[src/common/ea_pkg.sv]
// Package: addressing modes, operation classes, request and result carriers
package ea_pkg;

    // ****************************************************************
    // Address constants
    // ****************************************************************
    localparam logic [7:0]  ABS8_PAGE      = 8'hff;
    localparam logic [7:0]  MEMIND_PAGE    = 8'h00;
    localparam logic [15:0] STEP_BYTE      = 16'h0001;
    localparam logic [15:0] STEP_WORD      = 16'h0002;
    localparam logic [15:0] SMALL_ONE      = 16'h0001;
    localparam logic [15:0] SMALL_TWO      = 16'h0002;
    localparam logic [15:0] WORD_ALIGN     = 16'hfffe;
    localparam logic [15:0] RESET_WORD     = 16'h0000;
    localparam logic [2:0]  BIT_NUM_RESET  = 3'h0;
    localparam int          BIT_NUM_LSB    = 0;
    localparam int          BIT_NUM_MSB    = 2;
    localparam int          SIGN_BIT       = 7;

    // ****************************************************************
    // Modes and classes
    // ****************************************************************
    typedef enum logic [3:0] {
        MODE_REG,
        MODE_IND,
        MODE_DISP,
        MODE_POSTINC,
        MODE_PREDEC,
        MODE_ABS8,
        MODE_ABS16,
        MODE_IMM8,
        MODE_IMM16,
        MODE_PCREL,
        MODE_MEMIND
    } ea_mode_t;

    typedef enum logic [3:0] {
        OP_BYTE_MOVE,
        OP_WORD_MOVE,
        OP_WORD_ARITH,
        OP_ADDR_SMALL,
        OP_MULDIV,
        OP_ALU_IMM,
        OP_ALU_REG,
        OP_BIT_MANIP,
        OP_BIT_REGNUM,
        OP_JUMP,
        OP_BRANCH
    } op_class_t;

    // ****************************************************************
    // Carriers
    // ****************************************************************
    typedef struct packed {
        ea_mode_t    mode;
        op_class_t   op;
        logic [3:0]  reg_sel;
        logic [15:0] reg_val;
        logic [7:0]  byte2;
        logic [2:0]  bit_imm;
        logic        bit_from_reg;
        logic [7:0]  bit_reg_val;
        logic        small_two;
        logic [15:0] ext_addr;
        logic [15:0] next_pc;
    } ea_req_t;

    typedef struct packed {
        logic [15:0] ea;
        logic [15:0] operand;
        logic        wb_en;
        logic [15:0] wb_val;
        logic [2:0]  bit_num;
        logic        is_mem;
        logic        branch;
        logic        illegal;
    } ea_rsp_t;

endpackage : ea_pkg

[src/logic/cpu_effective_address_unit.sv]
// Effective-address unit: mode decode, address forming, register update
`timescale 1ns/1ps

module cpu_effective_address_unit (
    input  wire logic            clk_i,
    input  wire logic            rst_i,
    input  wire logic            req_valid_i,
    input  wire ea_pkg::ea_req_t req_i,
    output logic                 req_ready_o,
    output logic                 rsp_valid_o,
    output ea_pkg::ea_rsp_t      rsp_o,
    output logic                 mem_req_o,
    output logic [15:0]          mem_addr_o,
    input  wire logic            mem_ack_i,
    input  wire logic [15:0]     mem_rdata_i
);

    // ****************************************************************
    // Decode helpers
    // ****************************************************************
    function automatic logic is_word(input ea_pkg::op_class_t op);
        case (op)
            ea_pkg::OP_WORD_MOVE,
            ea_pkg::OP_WORD_ARITH,
            ea_pkg::OP_ADDR_SMALL,
            ea_pkg::OP_MULDIV: is_word = 1'b1;
            default:           is_word = 1'b0;
        endcase
    endfunction : is_word

    function automatic logic is_move(input ea_pkg::op_class_t op);
        is_move = (op == ea_pkg::OP_BYTE_MOVE) || (op == ea_pkg::OP_WORD_MOVE);
    endfunction : is_move

    function automatic logic is_bit(input ea_pkg::op_class_t op);
        is_bit = (op == ea_pkg::OP_BIT_MANIP) || (op == ea_pkg::OP_BIT_REGNUM);
    endfunction : is_bit

    function automatic logic mode_legal(input ea_pkg::ea_req_t r);
        logic ok;
        ok = 1'b0;
        case (r.mode)
            ea_pkg::MODE_REG:     ok = (r.op != ea_pkg::OP_JUMP)
                                       && (r.op != ea_pkg::OP_BRANCH);
            ea_pkg::MODE_IND:     ok = is_move(r.op) || is_bit(r.op)
                                       || (r.op == ea_pkg::OP_JUMP);
            ea_pkg::MODE_DISP,
            ea_pkg::MODE_POSTINC,
            ea_pkg::MODE_PREDEC:  ok = is_move(r.op);
            ea_pkg::MODE_ABS8:    ok = (r.op == ea_pkg::OP_BYTE_MOVE)
                                       || is_bit(r.op);
            ea_pkg::MODE_ABS16:   ok = is_move(r.op)
                                       || (r.op == ea_pkg::OP_JUMP);
            ea_pkg::MODE_IMM8:    ok = (r.op == ea_pkg::OP_BYTE_MOVE)
                                       || (r.op == ea_pkg::OP_ALU_IMM);
            ea_pkg::MODE_IMM16:   ok = (r.op == ea_pkg::OP_WORD_MOVE);
            ea_pkg::MODE_PCREL:   ok = (r.op == ea_pkg::OP_BRANCH);
            ea_pkg::MODE_MEMIND:  ok = (r.op == ea_pkg::OP_JUMP);
            default:              ok = 1'b0;
        endcase
        // Register bit number only for the four basic bit ops, register form
        if (r.bit_from_reg && !((r.op == ea_pkg::OP_BIT_REGNUM)
                                && (r.mode == ea_pkg::MODE_REG))) begin
            ok = 1'b0;
        end
        mode_legal = ok;
    endfunction : mode_legal

    function automatic logic needs_ext(input ea_pkg::ea_mode_t m);
        needs_ext = (m == ea_pkg::MODE_DISP) || (m == ea_pkg::MODE_ABS16)
                    || (m == ea_pkg::MODE_IMM16);
    endfunction : needs_ext

    function automatic logic [15:0] align(input logic [15:0] a, input logic force_even);
        align = force_even ? (a & ea_pkg::WORD_ALIGN) : a;
    endfunction : align

    // ****************************************************************
    // Address and operand forming
    // ****************************************************************
    function automatic ea_pkg::ea_rsp_t evaluate(input ea_pkg::ea_req_t r,
                                                 input logic [15:0] ext,
                                                 input logic [15:0] ind);
        ea_pkg::ea_rsp_t o;
        logic            word;
        logic [15:0]     step;
        logic [15:0]     raw;
        o      = '0;
        word   = is_word(r.op);
        step   = word ? ea_pkg::STEP_WORD : ea_pkg::STEP_BYTE;
        raw    = ea_pkg::RESET_WORD;
        case (r.mode)
            ea_pkg::MODE_REG: begin
                // Low byte select in bit 3 of the register field
                o.operand = word ? r.reg_val
                          : {8'h00, (r.reg_sel[3] ? r.reg_val[7:0] : r.reg_val[15:8])};
            end
            ea_pkg::MODE_IND: begin
                raw = r.reg_val;
            end
            ea_pkg::MODE_DISP: begin
                raw = r.reg_val + ext;
            end
            ea_pkg::MODE_POSTINC: begin
                raw      = r.reg_val;
                o.wb_en  = 1'b1;
                o.wb_val = r.reg_val + step;
            end
            ea_pkg::MODE_PREDEC: begin
                o.wb_en  = 1'b1;
                o.wb_val = r.reg_val - step;
                raw      = r.reg_val - step;
            end
            ea_pkg::MODE_ABS8: begin
                raw = {ea_pkg::ABS8_PAGE, r.byte2};
            end
            ea_pkg::MODE_ABS16: begin
                raw = ext;
            end
            ea_pkg::MODE_IMM8: begin
                o.operand = {8'h00, r.byte2};
            end
            ea_pkg::MODE_IMM16: begin
                o.operand = ext;
            end
            ea_pkg::MODE_PCREL: begin
                // Range left to software; an odd target has bit 0 cleared by the branch alignment below
                raw = r.next_pc + {{8{r.byte2[ea_pkg::SIGN_BIT]}}, r.byte2};
            end
            ea_pkg::MODE_MEMIND: begin
                raw = ind;
            end
            default: begin
                raw = ea_pkg::RESET_WORD;
            end
        endcase
        o.is_mem = (r.mode != ea_pkg::MODE_REG) && (r.mode != ea_pkg::MODE_IMM8)
                   && (r.mode != ea_pkg::MODE_IMM16)
                   && (r.mode != ea_pkg::MODE_PCREL) && (r.mode != ea_pkg::MODE_MEMIND);
        o.branch = (r.op == ea_pkg::OP_JUMP) || (r.op == ea_pkg::OP_BRANCH);
        // Word data and code always sit on even addresses
        o.ea     = align(raw, (word && o.is_mem) || o.branch);
        if (r.op == ea_pkg::OP_ADDR_SMALL) begin
            o.operand = r.small_two ? ea_pkg::SMALL_TWO : ea_pkg::SMALL_ONE;
        end
        if (is_bit(r.op)) begin
            o.bit_num = r.bit_from_reg ? r.bit_reg_val[ea_pkg::BIT_NUM_MSB:ea_pkg::BIT_NUM_LSB]
                                       : r.bit_imm;
        end
        // Stack pointer walks assume word size from software
        if (!mode_legal(r)) begin
            o         = '0;
            o.illegal = 1'b1;
        end
        evaluate = o;
    endfunction : evaluate

    // ****************************************************************
    // Sequencer
    // ****************************************************************
    typedef enum logic [1:0] {
        ST_IDLE,
        ST_FETCH_EXT,
        ST_FETCH_IND,
        ST_FINISH
    } ea_state_t;

    ea_state_t       state_r;
    ea_state_t       state_nxt;
    ea_pkg::ea_req_t req_r;
    ea_pkg::ea_req_t req_nxt;
    ea_pkg::ea_rsp_t rsp_r;
    ea_pkg::ea_rsp_t rsp_nxt;
    logic [15:0]     ext_r;
    logic [15:0]     ext_nxt;
    logic [15:0]     ind_r;
    logic [15:0]     ind_nxt;
    logic [15:0]     mem_addr_r;
    logic [15:0]     mem_addr_nxt;
    logic            rsp_valid_r;
    logic            rsp_valid_nxt;
    logic            accept;

    assign accept      = req_valid_i && (state_r == ST_IDLE);
    assign req_ready_o = (state_r == ST_IDLE);
    assign mem_req_o   = (state_r == ST_FETCH_EXT) || (state_r == ST_FETCH_IND);
    assign mem_addr_o  = mem_addr_r;
    assign rsp_valid_o = rsp_valid_r;
    assign rsp_o       = rsp_r;

    always_comb begin
        state_nxt     = state_r;
        req_nxt       = req_r;
        rsp_nxt       = rsp_r;
        ext_nxt       = ext_r;
        ind_nxt       = ind_r;
        mem_addr_nxt  = mem_addr_r;
        rsp_valid_nxt = 1'b0;
        case (state_r)
            ST_IDLE: begin
                if (req_valid_i) begin
                    req_nxt = req_i;
                    ext_nxt = ea_pkg::RESET_WORD;
                    ind_nxt = ea_pkg::RESET_WORD;
                    // Illegal combinations skip the bus entirely
                    if (mode_legal(req_i) && needs_ext(req_i.mode)) begin
                        state_nxt    = ST_FETCH_EXT;
                        mem_addr_nxt = align(req_i.ext_addr, 1'b1);
                    end else if (mode_legal(req_i) && (req_i.mode == ea_pkg::MODE_MEMIND)) begin
                        state_nxt    = ST_FETCH_IND;
                        mem_addr_nxt = align({ea_pkg::MEMIND_PAGE, req_i.byte2}, 1'b1);
                    end else begin
                        state_nxt = ST_FINISH;
                    end
                end
            end
            ST_FETCH_EXT: begin
                if (mem_ack_i) begin
                    ext_nxt   = mem_rdata_i;
                    state_nxt = ST_FINISH;
                end
            end
            ST_FETCH_IND: begin
                if (mem_ack_i) begin
                    ind_nxt   = mem_rdata_i;
                    state_nxt = ST_FINISH;
                end
            end
            ST_FINISH: begin
                rsp_nxt       = evaluate(req_r, ext_r, ind_r);
                rsp_valid_nxt = 1'b1;
                state_nxt     = ST_IDLE;
            end
            default: begin
                state_nxt = ST_IDLE;
            end
        endcase
    end

    always_ff @(posedge clk_i) begin
        if (rst_i) begin
            state_r     <= ST_IDLE;
            req_r       <= '0;
            rsp_r       <= '0;
            ext_r       <= ea_pkg::RESET_WORD;
            ind_r       <= ea_pkg::RESET_WORD;
            mem_addr_r  <= ea_pkg::RESET_WORD;
            rsp_valid_r <= 1'b0;
        end else begin
            state_r     <= state_nxt;
            req_r       <= req_nxt;
            rsp_r       <= rsp_nxt;
            ext_r       <= ext_nxt;
            ind_r       <= ind_nxt;
            mem_addr_r  <= mem_addr_nxt;
            rsp_valid_r <= rsp_valid_nxt;
        end
    end

    logic ok_out;
    assign ok_out = rsp_valid_o && !rsp_o.illegal;
endmodule : cpu_effective_address_unit

[config.mk]
export PLATFORM = sky130hd
export DESIGN_NAME = cpu_effective_address_unit
export DESIGN_NICKNAME = d
export VERILOG_FILES = /design/src/common/ea_pkg.sv /design/src/logic/cpu_effective_address_unit.sv
export SDC_FILE = /design/constraint.sdc
export NUM_CORES = 1
export LEC_CHECK = 0
export ABC_CLOCK_PERIOD_IN_PS = 8000
export BUFFER_PORTS_ARGS = -buffer_cell sky130_fd_sc_hd__buf_2
export CORE_MARGIN = 1
export CORE_UTILIZATION = 30
export DETAILED_ROUTE_END_ITERATION = 6
export HOLD_SLACK_MARGIN = 0.15
export PLACE_DENSITY = 0.58
export REMOVE_ABC_BUFFERS = 1
export SETUP_SLACK_MARGIN = 0.1
export SYNTH_ARGS = -nofsm -noshare
export SYNTH_HDL_FRONTEND = slang
export SYNTH_SLANG_ARGS = --single-unit
[constraint.sdc]
create_clock -name clk_i -period 8 [get_ports clk_i]
set_clock_uncertainty 0.2 [all_clocks]
set_input_delay 0.4 -clock clk_i [delete_from_list [all_inputs] [get_ports clk_i]]
set_output_delay 0.4 -clock clk_i [all_outputs]
set_load 0.01 [all_outputs]
==> out/qor.txt <==
STATUS
----------------------------------------------------------------------------------------
Run status ................................................................ complete, no violations

SETUP PATH
----------------------------------------------------------------------------------------
Kind of critical path .....................................................      reg2reg
Endpoint kind of the worst setup timing path ..............................     register
FF-to-FF path depth .......................................................           10
Flop2flop setup slack .....................................................      3.91 ns
Longest individual stage delay on the worst path ..........................      0.77 ns
Reg-to-reg startpoint .....................................................    req_r[75]
Slowest stage cell on the critical path ...................................    a2111oi_0
Worst reg2reg path endpoint ...............................................    rsp_o[52]
Required time at the endpoint of the critical path ........................      8.06 ns
Endpoint arrival time on the critical path ................................      4.16 ns
Worst Path Max Fanout .....................................................           10
Cell chain of the critical path ........................................... or3b_2, a21oi_1, inv_1, ha_1, o21ba_2, nand2_1, nor4_1, xor2_1, a2111oi_0, a221oi_1
Crit start category .......................................................     register
Critical path launch point ................................................    req_r[75]
Setup crit end ............................................................    rsp_o[52]

DETAILED ROUTING
----------------------------------------------------------------------------------------
Total iterations of the first detailed-routing run ........................            7
Overall via count from detail_route .......................................       10.01k
Remaining antenna violation count .........................................            0
Post-detailed-routing wire length .........................................    35,270 µm
Average detailed-routed wire length per instance ..........................     19.20 µm
Violation count after the first detailed-routing iteration ................          695
# DRC .....................................................................            0
Avg Vias per Cell .........................................................        5.451

GLOBAL ROUTING
----------------------------------------------------------------------------------------
Maximum number of pins on one net before global-route repair ..............           61
Tot GR Track Use ..........................................................       0.2147
Initial antenna violation count ...........................................            0
Number of global-route vias before repair .................................        9,576
First-pass GRT wire length ................................................    54,450 µm
Grt total ovfl ............................................................            0

TIMING
----------------------------------------------------------------------------------------
Endpoints failing setup ...................................................            0
Highest achievable clock rate .............................................    244.4 MHz
Portion of the clock cycle consumed by the worst path in the final layout .       0.5115
Total Neg Setup Slack .....................................................         0 ns
Count of final hold-check violations ......................................            0
Minimum clock period ......................................................     4.092 ns
Final slew viol count .....................................................            0
Smallest hold slack .......................................................    0.2455 ns
Unrepaired setup endpoints after global routing ...........................        false
Headroom to the max-slew limit ............................................      0.09916
Transition at the pin with the smallest max-transition slack ..............     1.346 ns

SYNTH
----------------------------------------------------------------------------------------
Post-synthesis cell count .................................................        1,230
Post-Synthesis Cell Area ..................................................     9678 µm²
Flip-flop and latch count after synthesis .................................          162
Portion of the post-synthesis area used by sequential elements ............       0.3351
Average cell area after synthesis .........................................    7.868 µm²
Number of enable-type register cells in the synthesized netlist ...........            0
Asr flop ratio synth ......................................................            0
Number of warning messages in the yosys log ...............................            0
Area fraction of the dominant cell type after synthesis ...................       0.3351
Synth Flop Type ...........................................................      dfxtp_1
Leading post-synthesis cells by cell area ................................. dfxtp_1, nand2_1, a21oi_1
Netlist cell types ........................................................           88
Library cell with the largest summed area after synthesis .................      dfxtp_1

DIE
----------------------------------------------------------------------------------------
Die span in y .............................................................     181.6 µm
Die span in x .............................................................     181.6 µm
Number of placed I/O pins .................................................          175
Die footprint .............................................................   32,980 µm²
Initial core utilization ..................................................       0.3059
Core area .................................................................   31,640 µm²
Placement row count .......................................................           65

FINAL LAYOUT
----------------------------------------------------------------------------------------
Storage element area ......................................................     3243 µm²
Area taken by multi-input logic gates .....................................     5973 µm²
Layout net count ..........................................................        1,567
Synthesis-to-layout area growth ...........................................       25.75%
Proportion of layout cells with a drive suffix above 1 ....................       0.1791
Fill cells ................................................................        3,339
Commonest non-fill, non-tap cell in the layout ............................      nand2_1
Antenna diodes ............................................................            0
Highest-count cells in the layout ignoring fill and taps .................. nand2_1, buf_2, dfxtp_1, a21oi_1, dlygate4sd3_1

CLOCK TREE
----------------------------------------------------------------------------------------
Post-cts repair resize count ..............................................            0
Setup fix buffers added after clock tree synthesis ........................            0
Later-pin clock latency in the skew report ................................      0.44 ns
CTS HTree Levels ..........................................................            4
Clock-pin slew on the worst setup and hold paths ..........................      0.07 ns
CTS Hold Bufs .............................................................           89
Master cell of the clock root buffer ......................................    clkbuf_16
TritonCTS Buffers .........................................................           17
Total number of clock tree sinks ..........................................          162
TritonCTS clock tree ......................................................          yes
Maximum buffer depth of the clock tree ....................................            2

JOB
----------------------------------------------------------------------------------------
Number of max-capacitance violations reported .............................            0

PWR
----------------------------------------------------------------------------------------
Maximum vdd drop ..........................................................    0.3758 mV
Cell area power density ................................................... 242.0 nW/µm²
Total chip power ..........................................................     2.945 mW
Leak Pwr ..................................................................     4.933 nW

PLACEMENT
----------------------------------------------------------------------------------------
Post-detailed-placement half-perimeter wirelength .........................    24,670 µm
IO buf count ..............................................................          164
Final weighted congestion in routability-driven placement .................       0.9178

MIN PATH
----------------------------------------------------------------------------------------
Path category of the worst min-delay check ................................      reg2reg

per-stage QoR:
stage,cell area [µm²],setup slack (ns),std cells,utilization
after detailed placement,10720,4.016,1716,0.3389
final,12170,3.908,1837,0.3847
after global routing,12170,3.835,1837,0.3847
after global placement,10720,4.073,1716,0.3389
after floorplan,9280,4.535,1138,-
after CTS,12170,3.967,1837,0.3847
layout make-up:
class,count,share of cell area
clock inverters,14,0.009664
flip-flops and latches,162,0.2665
inverters,24,0.007402
repair buffers,265,0.1482
multi-input cells,952,0.4908
clock buffers,18,0.03609
well taps,402,0.04133
worst max-delay path: cells and delay by family (launching register included):
family	cells	cell delay, ns
xor+xnor	1	0.11
fa+ha+maj	1	0.24
buf+inv	1	0.23
flops	1	0.49
compound gates	4	1.55
simple gates	3	1.09
kinds of logic after synthesis:
family                   share of synthesized area
AND/OR/NAND/NOR                             0.2226
AO/OA/AOI/OAI                               0.2697
flip-flops                                  0.3351
buffers and inverters                      0.05042
adder cells (fa/ha/maj)                    0.06102
XOR/XNOR                                   0.03167
multiplexers                               0.02909
other                                    0.0003875
worst min-delay path by stage:
stage,start,end,cells after the start
CTS,rsp_o[37],rsp_o[37],2
floorplan,ind_r[9],ind_r[9],2
detailed placement,rsp_o[35],rsp_o[35],2
global placement,rsp_o[32],rsp_o[32],2
global route,rsp_o[37],rsp_o[37],2
finish,rsp_o[37],rsp_o[37],2
cells in the mapped netlist, types with 4 or more instances:
cell type,count
a222oi_1,11
a2111oi_0,4
or3_1,9
buf_2,11
mux2i_1,9
and3_1,10
o221a_2,8
buf_1,7
nor2b_1,14
a21o_1,16
clkbuf_1,65
o21a_1,6
a32o_1,7
dfxtp_1,162
inv_1,24
nor3_1,15
ha_1,40
nand2_1,235
nor4_1,8
fa_1,4
o22ai_1,8
a22oi_1,25
a221oi_1,12
a22o_1,19
nand2b_1,6
a211oi_1,18
mux2_2,15
o211ai_1,5
nand4_1,6
a21oi_1,142
and2_1,11
xor2_1,20
nor3b_1,7
xnor2_1,15
o21ai_0,72
nand4b_1,4
nand3b_1,5
a31oi_1,7
buf_4,6
nor2_1,44
nand3_1,53
metal layers:
| layer | share of wire | track usage |
|---|---|---|
| met3 | 0.064 | 0.04352 |
| met4 | 0.019 | 0.05932 |
| met5 | 0 | 0 |
| met1 | 0.46 | 0.2822 |
| met2 | 0.46 | 0.3548 |
report_power, final:
part / total (mW) / leakage, nW / internal (mW) / switching (mW)
logic: 1.13 / 3.35 / 0.390 / 0.737
clock network: 0.805 / 0.272 / 0.416 / 0.389
registers: 1.01 / 1.31 / 0.884 / 0.129
total: 2.94 / 4.93 / 1.69 / 1.25
sequential cells by signal, summed over array words and instances (netlist names):
signal	flops
ext_r	16
ind_r	16
mem_addr_o	15
req_r	57
rsp_o	55
rsp_valid_o	1
state_r	2
Note: power is estimated with default switching activity, not from simulation.
